[config.mk]
export PLATFORM = sky130hd
export DESIGN_NAME = bvf_video_top
export DESIGN_NICKNAME = d
export VERILOG_FILES = /design/src/bvf_pkg.sv /design/src/bvf_pix_if.sv /design/src/bvf_video_top.sv /design/src/bvf_dot_shifter.sv
export SDC_FILE = /design/constraint.sdc
export NUM_CORES = 1
export LEC_CHECK = 0
export ABC_AREA = 0
export BUFFER_PORTS_ARGS = -buffer_cell sky130_fd_sc_hd__buf_2
export CAP_MARGIN = 20
export CORE_MARGIN = 1.5
export CORE_UTILIZATION = 45
export DETAILED_ROUTE_END_ITERATION = 10
export HOLD_SLACK_MARGIN = 0.12
export PLACE_DENSITY = 0.67
export SYNTH_ARGS = -nofsm -noshare
export SYNTH_HDL_FRONTEND = slang
export SYNTH_HIERARCHICAL = 1
export SYNTH_SLANG_ARGS = --single-unit
[constraint.sdc]
create_clock -name CLK_SYS -period 5.4 [get_ports CLK_SYS]
set_input_delay 0.54 -clock CLK_SYS [delete_from_list [all_inputs] [get_ports CLK_SYS]]
set_output_delay 0.54 -clock CLK_SYS [all_outputs]
set_load 0.005 [all_outputs]
[src/bvf_pkg.sv]
package bvf_pkg;

  // ==========================================================================
  // Timing controller register file
  // ==========================================================================
  localparam int BVF_NUM_REGS = 18;
  localparam logic [4:0] REG_H_TOTAL = 5'h00;
  localparam logic [4:0] REG_H_DISPLAYED = 5'h01;
  localparam logic [4:0] REG_H_SYNC_POS = 5'h02;
  localparam logic [4:0] REG_SYNC_WIDTH = 5'h03;
  localparam logic [4:0] REG_V_TOTAL = 5'h04;
  localparam logic [4:0] REG_V_DISPLAYED = 5'h06;
  localparam logic [4:0] REG_V_SYNC_POS = 5'h07;
  localparam logic [4:0] REG_MAX_SCAN_ROW = 5'h09;
  localparam logic [4:0] REG_CURSOR_START = 5'h0A;
  localparam logic [4:0] REG_CURSOR_END = 5'h0B;
  localparam logic [4:0] REG_START_HI = 5'h0C;
  localparam logic [4:0] REG_START_LO = 5'h0D;
  localparam logic [4:0] REG_CURSOR_HI = 5'h0E;
  localparam logic [4:0] REG_CURSOR_LO = 5'h0F;

  // Power-on values give the normal 80 x 25 character layout, 10 rows tall.
  localparam logic [7:0] BVF_REG_INIT [0:17] = '{
    8'h63, 8'h50, 8'h55, 8'h0A, 8'h1C, 8'h00, 8'h19, 8'h1A, 8'h00,
    8'h09, 8'h00, 8'h09, 8'h00, 8'h00, 8'h00, 8'h00, 8'h00, 8'h00
  };

  // ==========================================================================
  // Dot and character timing
  // ==========================================================================
  localparam int BVF_DOTS_PER_CHAR = 8;
  localparam logic [2:0] DOT_STROBE_PREV = 3'h5;
  localparam logic [2:0] DOT_LOAD_PREV = 3'h6;
  localparam logic [2:0] DOT_LAST = 3'h7;
  localparam logic [2:0] DOT_ROW_PHASE_END = 3'h2;
  localparam int BVF_DOT_CLOCK_KHZ = 14112;
  localparam int BVF_SYS_CLOCK_KHZ = 20000;
  localparam int BVF_DISPLAY_DELAY_CHARS = 2;

  // ==========================================================================
  // Memory size option
  // ==========================================================================
  typedef enum logic [1:0] {
    SIZE_64K,
    SIZE_32K_UPPER,
    SIZE_32K_LOWER
  } bvf_size_e;

endpackage

[src/bvf_pix_if.sv]
`timescale 1ns/1ns
`default_nettype none

// Carries fetched plane bytes and their strobes to the dot shifter.
interface bvf_pix_if (
  input wire logic clk,
  input wire logic rst_n
);
  logic ce;
  logic latch_strobe;
  logic load;
  logic [2:0][7:0] plane_byte;
  logic [2:0] dots;

  modport fetch (output ce, output latch_strobe, output load, output plane_byte, input dots);
  modport shifter (input clk, input rst_n, input ce, input latch_strobe, input load,
                   input plane_byte, output dots);
endinterface

`default_nettype wire

[src/bvf_video_top.sv]
`timescale 1ns/1ns
`default_nettype none

module bvf_video_top
  import bvf_pkg::*;
(
  input wire logic CLK_SYS,
  input wire logic RST_N,
  input wire logic CLK_EN,
  input wire logic POWER_ON_CLEAR_N,
  input wire logic TIMING_CTRL_SELECT,
  input wire logic BUS_PHASE_STROBE,
  input wire logic REGISTER_SELECT_BIT,
  input wire logic HOST_READ_NOT_WRITE,
  input wire logic [7:0] HOST_DATA_BUS_IN,
  output logic [7:0] HOST_DATA_BUS_OUT,
  output logic HOST_DATA_BUS_OE,
  input wire logic CPU_OWNS_VIDEO_MEMORY,
  input wire logic [15:0] CPU_ADDRESS,
  input wire logic CPU_ACCESS_SELECT,
  input wire logic CLEAR_SCREEN_LINE,
  input wire logic [1:0] MEMORY_SIZE_OPTION,
  input wire logic [7:0] RED_PLANE_DATA,
  input wire logic [7:0] GREEN_PLANE_DATA,
  input wire logic [7:0] BLUE_PLANE_DATA,
  input wire logic RED_PLANE_GATE,
  input wire logic GREEN_PLANE_GATE,
  input wire logic BLUE_PLANE_GATE,
  input wire logic SOLID_FILL,
  output logic [15:0] VIDEO_MEMORY_ADDRESS,
  output logic [7:0] DRAM_MUX_ADDRESS,
  output logic ROW_COLUMN_SELECT,
  output logic VIDEO_MEMORY_WRITE_EN,
  output logic CPU_WAIT,
  output logic PIXEL_LATCH_STROBE,
  output logic SHIFT_LOAD_N,
  output logic DISPLAY_WINDOW_ENABLE,
  output logic HSYNC_OUT,
  output logic VSYNC_OUT,
  output logic VSYNC_IRQ,
  output logic RED_OUTPUT,
  output logic GREEN_OUTPUT,
  output logic BLUE_OUTPUT
);

  // ==========================================================================
  // Helpers
  // ==========================================================================
  // True when pos lies in [start, start + width); width zero means empty.
  function automatic logic in_band(input logic [7:0] pos, input logic [7:0] start,
                                   input logic [7:0] width);
    logic [8:0] end_pos;
    end_pos = {1'b0, start} + {1'b0, width};
    in_band = ({1'b0, pos} >= {1'b0, start}) && ({1'b0, pos} < end_pos);
  endfunction

  // ==========================================================================
  // Host register port
  // ==========================================================================
  logic [7:0] regs_ff [0:17];
  logic [4:0] index_ff;
  logic strobe_prev_ff;
  logic [7:0] host_out_ff;
  logic host_oe_ff;
  wire regs_clear = !RST_N || !POWER_ON_CLEAR_N;
  wire strobe_fall = strobe_prev_ff && !BUS_PHASE_STROBE;
  wire host_take = strobe_fall && TIMING_CTRL_SELECT;
  wire index_load = host_take && !REGISTER_SELECT_BIT;
  wire index_valid = index_ff < 5'(BVF_NUM_REGS);
  wire data_write = host_take && REGISTER_SELECT_BIT && !HOST_READ_NOT_WRITE && index_valid;
  wire [7:0] indexed_value = index_valid ? regs_ff[index_ff] : 8'h00;

  // The index register sits outside the eighteen and is cleared with them.
  always_ff @(posedge CLK_SYS) begin
    if (regs_clear) begin
      index_ff <= '0;
      strobe_prev_ff <= 1'b0;
    end else if (CLK_EN) begin
      strobe_prev_ff <= BUS_PHASE_STROBE;
      if (index_load) begin
        index_ff <= HOST_DATA_BUS_IN[4:0];
      end
    end
  end

  // A host write lands in whichever register the index points at.
  always_ff @(posedge CLK_SYS) begin
    if (regs_clear) begin
      regs_ff <= BVF_REG_INIT;
    end else if (CLK_EN && data_write) begin
      regs_ff[index_ff] <= HOST_DATA_BUS_IN;
    end
  end

  // Read data is driven, one cycle late, whenever a register read is selected, at either strobe level.
  always_ff @(posedge CLK_SYS) begin
    if (regs_clear) begin
      host_out_ff <= 8'h00;
      host_oe_ff <= 1'b0;
    end else if (CLK_EN) begin
      host_out_ff <= indexed_value;
      host_oe_ff <= TIMING_CTRL_SELECT && REGISTER_SELECT_BIT && HOST_READ_NOT_WRITE;
    end
  end

  // ==========================================================================
  // Dot and character timing
  // ==========================================================================
  logic [2:0] dot_ff;
  wire char_tick = (dot_ff == DOT_LAST);

  // Each enabled system clock is one dot, eight dots make a character.
  always_ff @(posedge CLK_SYS) begin
    if (regs_clear) begin
      dot_ff <= '0;
    end else if (CLK_EN) begin
      dot_ff <= dot_ff + 3'h1;
    end
  end

  // ==========================================================================
  // Raster scan counters
  // ==========================================================================
  logic [7:0] col_ff;
  logic [4:0] row_ff;
  logic [6:0] line_ff;
  logic [11:0] char_addr_ff;
  logic [11:0] base_ff;
  logic irq_ff;
  wire [11:0] start_addr = {regs_ff[REG_START_HI][3:0], regs_ff[REG_START_LO]};
  wire [11:0] cursor_addr = {regs_ff[REG_CURSOR_HI][3:0], regs_ff[REG_CURSOR_LO]};
  wire line_end = (col_ff == regs_ff[REG_H_TOTAL]);
  wire last_row = (row_ff == regs_ff[REG_MAX_SCAN_ROW][4:0]);
  wire frame_end = (line_ff == regs_ff[REG_V_TOTAL][6:0]);
  wire last_shown = ({1'b0, line_ff} + 8'h01 == regs_ff[REG_V_DISPLAYED]);
  wire h_shown = (col_ff < regs_ff[REG_H_DISPLAYED]);
  wire h_stop = ({1'b0, col_ff} + 9'h001 >= {1'b0, regs_ff[REG_H_DISPLAYED]});
  wire v_shown = ({1'b0, line_ff} < regs_ff[REG_V_DISPLAYED]);
  wire window_on = h_shown && v_shown;
  wire hsync_on = in_band(col_ff, regs_ff[REG_H_SYNC_POS], {4'h0, regs_ff[REG_SYNC_WIDTH][3:0]});
  wire vsync_on = ({1'b0, line_ff} == regs_ff[REG_V_SYNC_POS]);
  wire vsync_start = char_tick && line_end && last_row &&
                     ({1'b0, line_ff} + 8'h01 == regs_ff[REG_V_SYNC_POS]);
  wire [7:0] row_span = regs_ff[REG_CURSOR_END] - {3'h0, regs_ff[REG_CURSOR_START][4:0]} + 8'h01;
  wire cursor_on = window_on && (char_addr_ff == cursor_addr) &&
                   in_band({3'h0, row_ff}, {3'h0, regs_ff[REG_CURSOR_START][4:0]}, row_span);

  logic [7:0] nxt_col;
  logic [4:0] nxt_row;
  logic [6:0] nxt_line;
  logic [11:0] nxt_char_addr;
  logic [11:0] nxt_base;

  // Next raster position; counters move only on a character boundary.
  always_comb begin
    nxt_col = col_ff + 8'h01;
    nxt_row = row_ff;
    nxt_line = line_ff;
    nxt_base = base_ff;
    nxt_char_addr = h_stop ? char_addr_ff : char_addr_ff + 12'h001;
    if (line_end) begin
      nxt_col = 8'h00;
      nxt_row = row_ff + 5'h01;
      nxt_char_addr = base_ff;
      if (last_row) begin
        nxt_row = 5'h00;
        nxt_line = frame_end ? 7'h00 : line_ff + 7'h01;
        nxt_base = base_ff + {4'h0, regs_ff[REG_H_DISPLAYED]};
        if (last_shown || frame_end) begin
          nxt_base = start_addr;
        end
        nxt_char_addr = nxt_base;
      end
    end
  end

  always_ff @(posedge CLK_SYS) begin
    if (regs_clear) begin
      col_ff <= '0;
      row_ff <= '0;
      line_ff <= '0;
      char_addr_ff <= '0;
      base_ff <= '0;
    end else if (CLK_EN && char_tick) begin
      col_ff <= nxt_col;
      row_ff <= nxt_row;
      line_ff <= nxt_line;
      char_addr_ff <= nxt_char_addr;
      base_ff <= nxt_base;
    end
  end

  // Vertical retrace raises one interrupt pulse so software may reprogram
  // registers, for example the start address to scroll, off screen.
  always_ff @(posedge CLK_SYS) begin
    if (regs_clear) begin
      irq_ff <= 1'b0;
    end else if (CLK_EN) begin
      irq_ff <= vsync_start;
    end
  end

  // ==========================================================================
  // Video memory address path
  // ==========================================================================
  logic [15:0] vaddr_ff;
  logic [7:0] dram_addr_ff;
  logic rc_sel_ff;
  logic we_ff;
  logic wait_ff;
  logic [2:0] dot_next;
  wire [15:0] scan_addr = {char_addr_ff, row_ff[3:0]};
  wire [15:0] mux_addr = CPU_OWNS_VIDEO_MEMORY ? CPU_ADDRESS : scan_addr;
  wire size_upper = (MEMORY_SIZE_OPTION == 2'(SIZE_32K_UPPER));
  wire size_lower = (MEMORY_SIZE_OPTION == 2'(SIZE_32K_LOWER));
  wire top_bit = size_upper ? 1'b1 : (size_lower ? 1'b0 : vaddr_ff[15]);
  // Row phase uses the fastest-moving scan bits, so scanning refreshes DRAM.
  wire [7:0] row_phase = {vaddr_ff[9:4], vaddr_ff[1], vaddr_ff[2]};
  wire [7:0] col_phase = {top_bit, vaddr_ff[14:10], vaddr_ff[3], vaddr_ff[0]};
  wire video_busy = window_on;
  wire cpu_writes = CPU_ACCESS_SELECT || CLEAR_SCREEN_LINE;

  assign dot_next = dot_ff + 3'h1;

  // The scan address is held for the whole character, a processor address follows each cycle; row phase leads.
  always_ff @(posedge CLK_SYS) begin
    if (regs_clear) begin
      vaddr_ff <= '0;
      dram_addr_ff <= '0;
      rc_sel_ff <= 1'b0;
    end else if (CLK_EN) begin
      vaddr_ff <= mux_addr;
      rc_sel_ff <= (dot_next <= DOT_ROW_PHASE_END);
      dram_addr_ff <= (dot_next <= DOT_ROW_PHASE_END) ? row_phase : col_phase;
    end
  end

  // Display fetch has priority: the host waits and cannot write meanwhile.
  always_ff @(posedge CLK_SYS) begin
    if (regs_clear) begin
      we_ff <= 1'b0;
      wait_ff <= 1'b0;
    end else if (CLK_EN) begin
      we_ff <= cpu_writes && CPU_OWNS_VIDEO_MEMORY && !video_busy;
      wait_ff <= CPU_OWNS_VIDEO_MEMORY && video_busy;
    end
  end

  // ==========================================================================
  // Fetch strobes and serializer
  // ==========================================================================
  logic strobe_ff;
  logic load_n_ff;
  bvf_pix_if pix (.clk(CLK_SYS), .rst_n(!regs_clear));

  // Latch strobe sits in dot 6, load in dot 7, right before the last dot ends.
  always_ff @(posedge CLK_SYS) begin
    if (regs_clear) begin
      strobe_ff <= 1'b0;
      load_n_ff <= 1'b1;
    end else if (CLK_EN) begin
      strobe_ff <= (dot_ff == DOT_STROBE_PREV);
      load_n_ff <= !(dot_ff == DOT_LOAD_PREV);
    end
  end

  assign pix.ce = CLK_EN;
  assign pix.latch_strobe = strobe_ff;
  assign pix.load = !load_n_ff;
  assign pix.plane_byte = {BLUE_PLANE_DATA, GREEN_PLANE_DATA, RED_PLANE_DATA};

  bvf_dot_shifter #(.PLANES(3)) u_shifter (
    .pix(pix.shifter)
  );

  // ==========================================================================
  // Attribute gating and aligned blanking
  // ==========================================================================
  logic [1:0] de_pipe_ff;
  logic [1:0] cur_pipe_ff;
  logic [2:0] color_ff;
  logic de_ff;
  logic hs_ff;
  logic vs_ff;
  wire [2:0] plane_gate = {BLUE_PLANE_GATE, GREEN_PLANE_GATE, RED_PLANE_GATE};
  wire [2:0] plane_dots = plane_gate & ({3{SOLID_FILL}} | pix.dots);
  // Without the two-character delay the last two characters would blank.
  wire [2:0] nxt_color = {3{de_pipe_ff[1]}} & ({3{cur_pipe_ff[1]}} | plane_dots);

  // Enable and cursor travel two characters to match the shifter latency.
  always_ff @(posedge CLK_SYS) begin
    if (regs_clear) begin
      de_pipe_ff <= '0;
      cur_pipe_ff <= '0;
    end else if (CLK_EN && char_tick) begin
      de_pipe_ff <= {de_pipe_ff[0], window_on};
      cur_pipe_ff <= {cur_pipe_ff[0], cursor_on};
    end
  end

  always_ff @(posedge CLK_SYS) begin
    if (regs_clear) begin
      color_ff <= '0;
      de_ff <= 1'b0;
      hs_ff <= 1'b0;
      vs_ff <= 1'b0;
    end else if (CLK_EN) begin
      color_ff <= nxt_color;
      de_ff <= window_on;
      hs_ff <= hsync_on;
      vs_ff <= vsync_on;
    end
  end

  assign HOST_DATA_BUS_OUT = host_out_ff;
  assign HOST_DATA_BUS_OE = host_oe_ff;
  assign VIDEO_MEMORY_ADDRESS = vaddr_ff;
  assign DRAM_MUX_ADDRESS = dram_addr_ff;
  assign ROW_COLUMN_SELECT = rc_sel_ff;
  assign VIDEO_MEMORY_WRITE_EN = we_ff;
  assign CPU_WAIT = wait_ff;
  assign PIXEL_LATCH_STROBE = strobe_ff;
  assign SHIFT_LOAD_N = load_n_ff;
  assign DISPLAY_WINDOW_ENABLE = de_ff;
  assign HSYNC_OUT = hs_ff;
  assign VSYNC_OUT = vs_ff;
  assign VSYNC_IRQ = irq_ff;
  assign RED_OUTPUT = color_ff[0];
  assign GREEN_OUTPUT = color_ff[1];
  assign BLUE_OUTPUT = color_ff[2];

endmodule

`default_nettype wire

[src/bvf_dot_shifter.sv]
`timescale 1ns/1ns
`default_nettype none

module bvf_dot_shifter
  import bvf_pkg::*;
#(
  parameter int PLANES = 3
) (
  bvf_pix_if.shifter pix
);

  // ==========================================================================
  // Holding latches and parallel-to-serial shifters
  // ==========================================================================
  logic [PLANES-1:0][7:0] hold_ff;
  logic [PLANES-1:0][7:0] shift_ff;
  logic [PLANES-1:0][7:0] nxt_hold;
  logic [PLANES-1:0][7:0] nxt_shift;

  // The latch takes the next byte while the shifter still empties the old one.
  assign nxt_hold = pix.latch_strobe ? pix.plane_byte : hold_ff;

  // Load arrives only in the last dot slot, so no dot is cut short.
  generate
    for (genvar p = 0; p < PLANES; p++) begin : g_plane
      assign nxt_shift[p] = pix.load ? hold_ff[p] : {shift_ff[p][6:0], 1'b0};
      assign pix.dots[p] = shift_ff[p][7];
    end
  endgenerate

  // All state halts while the clock enable is low.
  always_ff @(posedge pix.clk) begin
    if (!pix.rst_n) begin
      hold_ff <= '0;
      shift_ff <= '0;
    end else if (pix.ce) begin
      hold_ff <= nxt_hold;
      shift_ff <= nxt_shift;
    end
  end

endmodule

`default_nettype wire

## After elaboration in Yosys (flattened, before gate mapping)

Cells that the tools add are included.

| word-level totals | value |
|---|---|
| bits in registers | 294 |
| input port bits | 65 |
| output and inout bits | 45 |

| operators by class | value |
|---|---|
| eq/ne operators | 13 |
| bitwise gates (word level) | 5 |
| $lt $le $gt $ge | 11 |
| reduce and logical (&&, ||, !) cells | 37 |
| mux-type cells | 21 |
| add/sub/neg operators | 12 |

Operators with widths:

| kind | count |
|---|---|
| $bwmux 144 | 1 |
| $mux 8 | 9 |
| $mux 12 | 4 |
| $bmux 8 s5 | 1 |
| $demux 8 s5 | 1 |
| $eq 8x8->1 | 3 |
| $logic_and 1x1->1 | 22 |
| $add 8x1->8 const B | 2 |
| $mux 16 | 1 |
| $add 12x1->12 const B | 1 |
| $add 12x8->12 | 1 |
| $eq 12x12->1 | 1 |
| $add 5x8->9 | 1 |
| $add 8x1->9 const B | 1 |
| $add 8x4->9 | 1 |
| $eq 3x3->1 const B | 3 |
| $ge 9x8->1 | 1 |
| $lt 5x9->1 | 1 |
| $lt 8x9->1 | 1 |
| $add 7x1->8 const B | 1 |
| $eq 7x8->1 | 1 |
| $ge 8x8->1 | 1 |
| $lt 7x8->1 | 1 |
| $lt 8x8->1 | 1 |
| 24 further kinds | 38 |

## Longest topological paths before layout

Gate-level depths: netlist of run 1.

| logic depth | value |
|---|---|
| depth in word-level cells | 7 |
| depth in mapped cells | 16 |

## Cells and area by module

Netlist of run 1, hierarchy kept.

By module, submodules not included:

| module | times used | cells an instance | area each (µm²) |
|---|---|---|---|
| bvf_video_top | 1 | 1568 | 14103.5 |
| bvf_dot_shifter | 1 | 218 | 2138.3 |

## Worst setup path after synthesis of run 1

No wires, ideal clock.

| path | value |
|---|---|
| path kind | register -> register |
| start | register col_ff[1] |
| end | register char_addr_ff[6] |
| period minus slack after synthesis | 3140 ps |
| setup slack | 2260 ps |
| cell stages (with the launch flop) | 14 |
| buffers on the path | 1 |
| setup time | 128 ps |
| arrival time | 3012 ps |
| path through | dfxtp_1 -> ha_1 -> and3_1 -> and3_1 -> clkbuf_1 -> xor2_1 -> ha_1 -> a21oi_1 -> o2111ai_1 -> a311oi_4 -> nand2_1 -> o311a_1 -> o21ai_0 -> o211ai_1 |

| on the way | value |
|---|---|
| cells in the longest elaborated chain, start to end | 4 |
| elaborated cells between the ends (all ways) | 6 |

Ends and longest elaborated chain:

| item | line | RTL |
|---|---|---|
| start, declared | bvf_video_top.sv:124 | `logic [7:0] col_ff;` |
| start signal, assigned | bvf_video_top.sv:185 | `col_ff <= nxt_col;` |
| $add 8x1->9 | bvf_video_top.sv:137 | `wire h_stop = ({1'b0, col_ff} + 9'h001 >= {1'b0, regs_ff[REG_H_DISPLAYED]});` |
| $ge 9x8->1 | bvf_video_top.sv:137 |  |
| $ne 2x2->1 (no source line) | n/a |  |
| $reduce_and 2->1 (no source line) | n/a |  |
| end signal, assigned | bvf_video_top.sv:188 | `char_addr_ff <= nxt_char_addr;` |
| end, declared | bvf_video_top.sv:127 | `logic [11:0] char_addr_ff;` |

Parallel ways exist; a longest one is shown, timed or not.
A chain may end at the register's enable or synchronous reset.

## Worst setup path in the final report of run 1

| path | value |
|---|---|
| start | register regs_ff[49] (netlist name) |
| end | register cur_pipe_ff[0] |

| on the way | value |
|---|---|
| cells in the longest elaborated chain, start to end | 6 |

Ends and longest elaborated chain:

| item | line | RTL |
|---|---|---|
| start, declared | bvf_video_top.sv:60 | `logic [7:0] regs_ff [0:17];` |
| start signal, assigned | bvf_video_top.sv:89 | `regs_ff <= BVF_REG_INIT;` |
| start signal, assigned by index | bvf_video_top.sv:91 | `regs_ff[index_ff] <= HOST_DATA_BUS_IN;` |
| $sub 8x5->8 | bvf_video_top.sv:144 | `wire [7:0] row_span = regs_ff[REG_CURSOR_END] - {3'h0, regs_ff[REG_CURSOR_START][4:0]} + 8'h01;` |
| $add 8x1->8 | bvf_video_top.sv:144 |  |
| $add 5x8->9 | bvf_video_top.sv:53 | `end_pos = {1'b0, start} + {1'b0, width};` |
| $lt 5x9->1 | bvf_video_top.sv:54 | `in_band = ({1'b0, pos} >= {1'b0, start}) && ({1'b0, pos} < end_pos);` |
| $logic_and 1x1->1 | bvf_video_top.sv:54 |  |
| $logic_and 1x1->1 | bvf_video_top.sv:145 | `wire cursor_on = window_on && (char_addr_ff == cursor_addr) &&` |
| end signal, assigned | bvf_video_top.sv:297 | `cur_pipe_ff <= {cur_pipe_ff[0], cursor_on};` |
| end, declared | bvf_video_top.sv:280 | `logic [1:0] cur_pipe_ff;` |

Every way passes these cells.

==> flow_results.xml, run 1 <==
<?xml version="1.0" encoding="UTF-8"?>
<metrics>
  <group name="run_status">
    <metric name="run_status" unit="">complete, no violations</metric>
  </group>
  <group name="worst_setup_path">
    <metric name="critical_path.cell_chain" unit="">inv_1 &gt; ha_1 &gt; inv_1 &gt; ha_1 &gt; fa_1 &gt; ha_1 &gt; a21o_1 &gt; a21oi_1 &gt; xor2_1 &gt; ha_1 &gt; o211ai_1 &gt; a21oi_1 &gt; o21ai_0 &gt; o311ai_0 &gt; o21ai_0</metric>
    <metric name="critical_path_source_type" unit="">register</metric>
    <metric name="timing_worst_setup_path_type" unit="">reg -&gt; reg</metric>
    <metric name="critical_path.max_fanout" unit="">3</metric>
    <metric name="worst-endpoint-required" unit="ns">5.79</metric>
    <metric name="worst_setup_path_end_kind" unit="">register</metric>
    <metric name="path_delay_family" unit="">adder cells</metric>
    <metric name="arrival" unit="ns">3.98</metric>
    <metric name="timing.critical_path.buf_inv" unit="">2</metric>
    <metric name="cpMaxStageDelayCell" unit="">o311ai_0</metric>
    <metric name="crit_top_cell" unit="">ha_1</metric>
    <metric name="critPathMaxStageDelay" unit="ns">0.56</metric>
  </group>
  <group name="logic_synthesis">
    <metric name="yosys.area.top_type" unit="">dfxtp_1</metric>
    <metric name="postSynthCellCount" unit="">1786</metric>
    <metric name="synth_largest_type_area_fraction" unit="%">36.24</metric>
    <metric name="synthesis.area" unit="mm2">0.01624</metric>
    <metric name="ys_ff_latch" unit="">294</metric>
    <metric name="synth_cell_type_count" unit="">78</metric>
    <metric name="synth_area_per_cell" unit="um2">9.094</metric>
    <metric name="synthesis.yosys.warnings" unit="">6</metric>
    <metric name="synth.net_count" unit="">1936</metric>
    <metric name="asyncSetResetFlopFracSynth" unit="%">0</metric>
    <metric name="synth_top_flop_cell" unit="">dfxtp_1</metric>
    <metric name="synth_edf_count" unit="">0</metric>
    <metric name="synth_seq_area_share" unit="%">36.24</metric>
    <metric name="synth_top_cells_by_area" unit="">dfxtp_1 (36%), mux2i_1 (12%), ha_1 (6.2%), mux4_2 (4.6%), nor2_1 (3.9%)</metric>
  </group>
  <group name="clock_network">
    <metric name="cts_inserted_buffers" unit="">34</metric>
    <metric name="cts_sinks" unit="">294</metric>
    <metric name="cts_tree" unit="">built</metric>
    <metric name="clock_tree.htree_level_count" unit="">2</metric>
    <metric name="buffers_inserted_by_post_cts_timing_repair" unit="">0</metric>
    <metric name="clkLatencyLatePin" unit="ns">0.53</metric>
    <metric name="clk_path_buf_depth" unit="">3</metric>
    <metric name="clock_tree.root_cell" unit="">clkbuf_16</metric>
    <metric name="post_cts.resized_instances" unit="">0</metric>
    <metric name="cts_hold_fix_bufs" unit="">0</metric>
    <metric name="clkSlewWorstSetupHoldPaths" unit="ns">0.06</metric>
  </group>
  <group name="placement">
    <metric name="numPlacedInstances" unit="">2240</metric>
    <metric name="placed_cell_area" unit="mm2">0.01688</metric>
    <metric name="post-dp-hpwl" unit="mm">30.53</metric>
    <metric name="port_buffers" unit="">109</metric>
    <metric name="gp_congestion" unit="">0.9263</metric>
  </group>
  <group name="finish">
    <metric name="final_nets" unit="">1967</metric>
    <metric name="area_of_all_placed_cells_without_fillers" unit="mm2">0.01805</metric>
    <metric name="syn2layout_area_growth" unit="%">11.15</metric>
    <metric name="layout.filler_cells" unit="">3261</metric>
    <metric name="share_of_cells_above_drive_strength_1" unit="%">13.04</metric>
    <metric name="diode_insertion_count_for_antenna_repair" unit="">0</metric>
    <metric name="finalNonFillerCells" unit="">2301</metric>
  </group>
  <group name="timing">
    <metric name="relSlewSlack" unit="%">34.52</metric>
    <metric name="worstMarginPinSlew" unit="ns">0.9801</metric>
    <metric name="setup_repair_after_global_routing_missed_its_margin" unit="">false</metric>
    <metric name="clock.fmax" unit="MHz">278.6</metric>
    <metric name="final_hold_viol_count" unit="">0</metric>
    <metric name="clock_skew" unit="ns">0.02184</metric>
    <metric name="final_min_period" unit="ns">3.589</metric>
    <metric name="fin_setup_tns" unit="ns">0</metric>
    <metric name="fin_crit_sh" unit="%">66.47</metric>
    <metric name="setup_viol" unit="">0</metric>
    <metric name="final_max_slew_viol_count" unit="">0</metric>
  </group>
  <group name="routing">
    <metric name="dr_total_vias" unit="">13580</metric>
    <metric name="detail_route.first_pass.iterations" unit="">7</metric>
    <metric name="routedWlPerCell" unit="um">19.09</metric>
    <metric name="drt_drc_violations_left" unit="">0</metric>
    <metric name="detail_route.iter0.violations" unit="">889</metric>
    <metric name="route.antenna.remaining_nets" unit="">0</metric>
    <metric name="detail_route.wirelength" unit="mm">43.93</metric>
    <metric name="via_per_inst" unit="">5.902</metric>
  </group>
  <group name="global_routing">
    <metric name="first_global_vias" unit="">12620</metric>
    <metric name="grt_start_max_net_pins" unit="">100</metric>
    <metric name="gr-usage-all-layers" unit="%">23.24</metric>
    <metric name="grt_first_pass_wirelength" unit="mm">68.66</metric>
    <metric name="grt_remaining_overflow" unit="">0</metric>
    <metric name="grt_antenna_before_repair" unit="">1</metric>
  </group>
  <group name="floorplan">
    <metric name="initial_utilization" unit="%">45.66</metric>
    <metric name="core_area" unit="mm2">0.03557</metric>
    <metric name="io_pins" unit="">110</metric>
    <metric name="die-area" unit="mm2">0.03724</metric>
    <metric name="fp.dieW" unit="um">193.0</metric>
    <metric name="die_height" unit="um">193.0</metric>
    <metric name="core.rowCount" unit="">69</metric>
  </group>
  <group name="power">
    <metric name="power.ir.vdd_worst" unit="uV">243.2</metric>
    <metric name="leakagePower" unit="uW">0.007074</metric>
    <metric name="power-per-cell-area" unit="mW/mm2">262.7</metric>
  </group>
  <group name="min_path">
    <metric name="min_path_type" unit="">in -&gt; reg</metric>
  </group>
  <group name="flow_run">
    <metric name="drv.max_cap_violation_count" unit="">0</metric>
  </group>
</metrics>
==> cell usage in the layout, fill, tap and decap left out, drive strengths merged, types with 12 or more instances in the layout <==
cell type,count
dfxtp,294
o211ai,12
mux2i,190
xnor2,48
nand3,67
a211oi,31
o21a,40
a31oi,13
buf,128
ha,81
a21boi,30
xor2,35
mux4,33
nand4,20
a21oi,121
nor2,176
nor3,19
nand2,134
and3,32
inv,57
clkbuf,50
o21ai,69
a21o,13
==> sequential cells by signal (all words and copies together), names as in the netlist, 2 cells and up <==
signal,cells
u_shifter/hold_ff,24
u_shifter/pix.dots,3
col_ff,8
color_ff,3
regs_ff,132
char_addr_ff,12
de_pipe_ff,2
cursor_addr,12
HOST_DATA_BUS_OUT,8
u_shifter/shift_ff,21
index_ff,5
row_ff,5
base_ff,12
dot_ff,3
line_ff,7
cur_pipe_ff,2
VIDEO_MEMORY_ADDRESS,16
DRAM_MUX_ADDRESS,8
==> kinds of logic (layout without fill, tap and decap cells) <==
logic type                 count (synthesis)  count (layout)  synth area share (%)
AOI/OAI and AO/OA                        388             388                 15.55
xor gates and xnor gates                  83              83                 4.568
adders and majority gates                 86              86                 6.795
buffers and inverters                    189             243                 5.223
DFF                                      294             294                 36.24
muxes                                    224             224                 16.35
and+or+nand+nor                          522             522                 15.28
==> worst paths after layout <==
check,from,to,slack [ns],depth (start not counted)
setup / recovery,regs_ff[49],cur_pipe_ff[0],1.81,15
setup reg to reg,regs_ff[49],cur_pipe_ff[0],1.81,15
hold reg to reg,regs_ff[31],regs_ff[31],0.45,2
hold / removal,BUS_PHASE_STROBE,strobe_prev_ff,0.32,3
==> worst reg2reg max path, stage by stage, from the launching register on <==
cell and delay [ns]:
dfxtp_1 0.35, inv_1 0.05, ha_1 0.27, inv_1 0.04, ha_1 0.21, fa_1 0.44, ha_1 0.32, a21o_1 0.19
a21oi_1 0.20, xor2_1 0.09, ha_1 0.30, o211ai_1 0.09, a21oi_1 0.13, o21ai_0 0.09, o311ai_0 0.56, o21ai_0 0.15
==> synthesized netlist by cell type (10+ instances only) <==
library cell,count
a211oi_1,31
a21boi_0,18
a21boi_1,12
a21o_1,13
a21oi_1,121
a22o_1,10
a31oi_1,13
and2_1,10
and3_1,32
buf_1,10
buf_2,21
clkbuf_1,81
dfxtp_1,294
ha_1,81
inv_1,55
mux2i_1,190
mux4_2,33
nand2_1,134
nand3_1,67
nand4_1,20
nor2_1,169
nor2b_1,10
nor3_1,16
o211ai_1,12
o21a_1,40
o21ai_0,67
xnor2_1,47
xor2_1,34
==> metrics by stage <==
step | utilization (%) | hold WS, ns | setup WS (ns) | power [uW]
5_1_grt | 50.75 | 0.3423 | 1.490 | 4880
3_5_place_dp | 47.45 | 0.4456 | 1.827 | 2412
6_report | 50.75 | 0.3157 | 1.811 | 4743
2_1_floorplan | - | 0.4321 | 2.260 | 2349
4_1_cts | 50.71 | 0.3018 | 1.837 | 4783
3_3_place_gp | 47.45 | 0.4403 | 2.004 | 2408
==> where the power goes <==
| group | internal [uW] | switching [uW] |
|---|---|---|
| Sequential | 2180 | 9.83 |
| Combinational | 55.0 | 116 |
| Clock | 1460 | 912 |
| Total | 3700 | 1040 |
==> layout make-up <==
cell class	instances	area [um2]	area share [%]
well taps	461	576.8	3.195
clock inverters	9	126.4	0.7000
flip-flops and latches	294	5888	32.62
repair buffers	128	690.7	3.826
inverters	56	210.2	1.164
multi-input cells	1303	9528	52.78
clock buffers	50	1032	5.718
==> per-layer routing <==
| layer | global-route usage (%) | part of all wire [%] | up-vias |
|---|---|---|---|
| met3 | 3.131 | 7.3 | 81 |
| met1 | 31.46 | 43 | 6577 |
| met2 | 38.13 | 46 | 469 |
| met4 | 7.929 | 2.9 | 0 |
| met5 | 0 | 0 | - |
| li1 | - | - | 6453 |
Note: power is estimated with default switching activity, not from simulation.
==> inputs of run 2 (changes only) <==
Clock period 5.4 ns to 3.5 ns, I/O delays scaled along.
==> flow_results.xml, run 2 (synthesized netlist as in run 1, its figures left out) <==
<?xml version="1.0" encoding="UTF-8"?>
<metrics>
  <group name="worst_setup_path">
    <metric name="critical_path.max_fanout" unit="">6</metric>
    <metric name="timing.rr.start" unit="">col_ff[1]</metric>
    <metric name="worst-r2r-setup-slack" unit="ns">0.18</metric>
    <metric name="critPathMaxStageDelay" unit="ns">0.38</metric>
    <metric name="critical_path_source_type" unit="">register</metric>
    <metric name="cpMaxStageDelayCell" unit="">dfxtp_1</metric>
    <metric name="worst-endpoint-required" unit="ns">3.86</metric>
    <metric name="timing_worst_setup_path_type" unit="">reg -&gt; reg</metric>
    <metric name="rr_endpoint" unit="">char_addr_ff[8]</metric>
    <metric name="worst_setup_path_end_kind" unit="">register</metric>
    <metric name="critical_path.cell_chain" unit="">ha_2 &gt; and3_1 &gt; and3_2 &gt; xor2_1 &gt; ha_1 &gt; and4_1 &gt; and2_1 &gt; a311oi_4 &gt; buf_4 &gt; nand4_1 &gt; o211a_1 &gt; nor3_1 &gt; a31oi_1</metric>
    <metric name="arrival" unit="ns">3.68</metric>
    <metric name="r2r.worst_path.cells" unit="">13</metric>
  </group>
  <group name="floorplan">
    <metric name="core.rowCount" unit="">69</metric>
    <metric name="die-area" unit="mm2">0.03724</metric>
    <metric name="fp.dieW" unit="um">193.0</metric>
    <metric name="initial_utilization" unit="%">45.66</metric>
    <metric name="die_height" unit="um">193.0</metric>
    <metric name="io_pins" unit="">110</metric>
    <metric name="core_area" unit="mm2">0.03557</metric>
  </group>
  <group name="timing">
    <metric name="final.setup.worst_slack" unit="ns">0.1831</metric>
    <metric name="fin_setup_tns" unit="ns">0</metric>
    <metric name="final_hold_viol_count" unit="">0</metric>
    <metric name="relSlewSlack" unit="%">34.73</metric>
    <metric name="final_max_slew_viol_count" unit="">0</metric>
    <metric name="fin_crit_sh" unit="%">94.77</metric>
    <metric name="worst_hold_check_slack" unit="ns">0.1429</metric>
    <metric name="clock.fmax" unit="MHz">301.5</metric>
    <metric name="final_min_period" unit="ns">3.317</metric>
    <metric name="clock_skew" unit="ns">0.01990</metric>
    <metric name="setup_repair_after_global_routing_missed_its_margin" unit="">false</metric>
    <metric name="worstMarginPinSlew" unit="ns">0.9790</metric>
    <metric name="setup_viol" unit="">0</metric>
  </group>
  <group name="clock_network">
    <metric name="cts_inserted_buffers" unit="">35</metric>
    <metric name="cts_tree" unit="">built</metric>
    <metric name="clock_tree.root_cell" unit="">clkbuf_16</metric>
    <metric name="clk_path_buf_depth" unit="">3</metric>
    <metric name="clkLatencyLatePin" unit="ns">0.53</metric>
    <metric name="clock_tree.htree_level_count" unit="">2</metric>
    <metric name="cts_sinks" unit="">294</metric>
    <metric name="clkSlewWorstSetupHoldPaths" unit="ns">0.05</metric>
  </group>
  <group name="global_routing">
    <metric name="gr-usage-all-layers" unit="%">23.36</metric>
    <metric name="grt_start_max_net_pins" unit="">201</metric>
    <metric name="grt_first_pass_wirelength" unit="mm">69.45</metric>
    <metric name="grt_remaining_overflow" unit="">0</metric>
    <metric name="grt_antenna_before_repair" unit="">0</metric>
    <metric name="first_global_vias" unit="">12920</metric>
  </group>
  <group name="power">
    <metric name="leakagePower" unit="uW">0.007224</metric>
    <metric name="power-per-cell-area" unit="mW/mm2">399.8</metric>
    <metric name="power.ir.vdd_worst" unit="uV">326.7</metric>
  </group>
  <group name="flow_run">
    <metric name="drv.max_cap_violation_count" unit="">0</metric>
  </group>
  <group name="finish">
    <metric name="final_nets" unit="">1994</metric>
    <metric name="diode_insertion_count_for_antenna_repair" unit="">0</metric>
    <metric name="layout.filler_cells" unit="">3274</metric>
    <metric name="share_of_cells_above_drive_strength_1" unit="%">14.34</metric>
    <metric name="syn2layout_area_growth" unit="%">12.70</metric>
    <metric name="multi_input_comb_area" unit="mm2">0.009548</metric>
    <metric name="largest_register" unit="">regs_ff</metric>
    <metric name="regArea" unit="mm2">0.005889</metric>
    <metric name="finalNonFillerCells" unit="">2330</metric>
    <metric name="post-route-util" unit="%">51.46</metric>
    <metric name="layout.cells.most_common" unit="">dfxtp_1</metric>
    <metric name="largest_register_ff_count" unit="">132</metric>
    <metric name="leading_cell_types_in_the_layout_fill_and_taps_excluded" unit="">dfxtp_1 (291), mux2i_1 (190), nor2_1 (169), nand2_1 (133), a21oi_1 (121)</metric>
    <metric name="reg.largest.list" unit="">regs_ff (132), u_shifter/hold_ff (24), u_shifter/shift_ff (21)</metric>
  </group>
  <group name="min_path">
    <metric name="worst_hold_startpoint" unit="">HOST_READ_NOT_WRITE</metric>
    <metric name="worst_hold_path.num_cells" unit="">3</metric>
    <metric name="min_path_type" unit="">in -&gt; reg</metric>
    <metric name="whs_endpoint" unit="">HOST_DATA_BUS_OE</metric>
  </group>
  <group name="run_status">
    <metric name="run_status" unit="">complete, no violations</metric>
  </group>
  <group name="routing">
    <metric name="detail_route.iter0.violations" unit="">913</metric>
    <metric name="drt_drc_violations_left" unit="">0</metric>
    <metric name="route.antenna.remaining_nets" unit="">0</metric>
    <metric name="via_per_inst" unit="">5.823</metric>
    <metric name="dr_total_vias" unit="">13570</metric>
    <metric name="detail_route.first_pass.iterations" unit="">5</metric>
    <metric name="detail_route.wirelength" unit="mm">43.75</metric>
    <metric name="routedWlPerCell" unit="um">18.78</metric>
  </group>
  <group name="placement">
    <metric name="port_buffers" unit="">109</metric>
    <metric name="post-dp-hpwl" unit="mm">30.60</metric>
    <metric name="numPlacedInstances" unit="">2265</metric>
    <metric name="gp_congestion" unit="">0.9026</metric>
    <metric name="dp_slack" unit="ns">0.02866</metric>
  </group>
</metrics>
-- run 2: changes by cell type in the layout (fill, tap and decap cells not counted), moves of 2 or more --
cell      previous run  this run
buf_4               20        43
clkbuf_1             5        11
clkbuf_8            10         6
and3_1              32        30
and3_2               0         2
-- run 2: worst max path at each step --
stage,from,end,slack (ns)
final,col_ff[1],char_addr_ff[8],0.18
after global routing,regs_ff[58],cur_pipe_ff[0],0.002
after CTS,col_ff[0],char_addr_ff[8],0.09
after detailed placement,col_ff[0],char_addr_ff[8],0.03
after global placement,col_ff[0],char_addr_ff[8],0.17
after floorplan,col_ff[1],char_addr_ff[6],0.36
-- run 2: layout make-up --
type	instances	area share, %
multi-input cells	1303	52.16
flip-flops and latches	294	32.17
clock buffers	53	5.598
repair buffers	154	5.031
well taps	461	3.151
inverters	56	1.148
clock inverters	9	0.7382
-- run 2: routing by layer --
metal / GRT usage (%) / vias up / share of wire [%]
li1: - / 6515 / -
met1: 32.36 / 6501 / 45
met2: 37.58 / 463 / 46
met3: 2.787 / 88 / 6.0
met4: 8.254 / 0 / 3.1
met5: 0 / - / 0
-- run 2: critical path, delay by kind of cell (launching register included) --
family / cells / cell delay [ns]
AOI/OAI and AO/OA: 3 / 0.65
xor gates and xnor gates: 1 / 0.16
adders and majority gates: 2 / 0.51
buffers and inverters: 1 / 0.20
DFF: 1 / 0.38
and+or+nand+nor: 6 / 1.24
-- run 2: repair_timing --
action,4_1_cts,5_1_grt
hold endpoints to repair,1,0
setup endpoints to repair,3,8
pin swaps,1,0
setup buffers,2,0
gates resized for setup,0,7
cloned,0,0
hold buffers,1,0
-- run 2: power breakdown --
group	internal (uW)	switching, uW
Sequential	3370	14.9
Combinational	88.3	177
Clock	2250	1420
-- run 2: stage by stage --
step | area [um2] | total power, uW
after CTS | 18280 | 7372
after floorplan | 16240 | 3624
after global routing | 18310 | 7539
after global placement | 17070 | 3718
final | 18310 | 7318
after detailed placement | 17100 | 3723
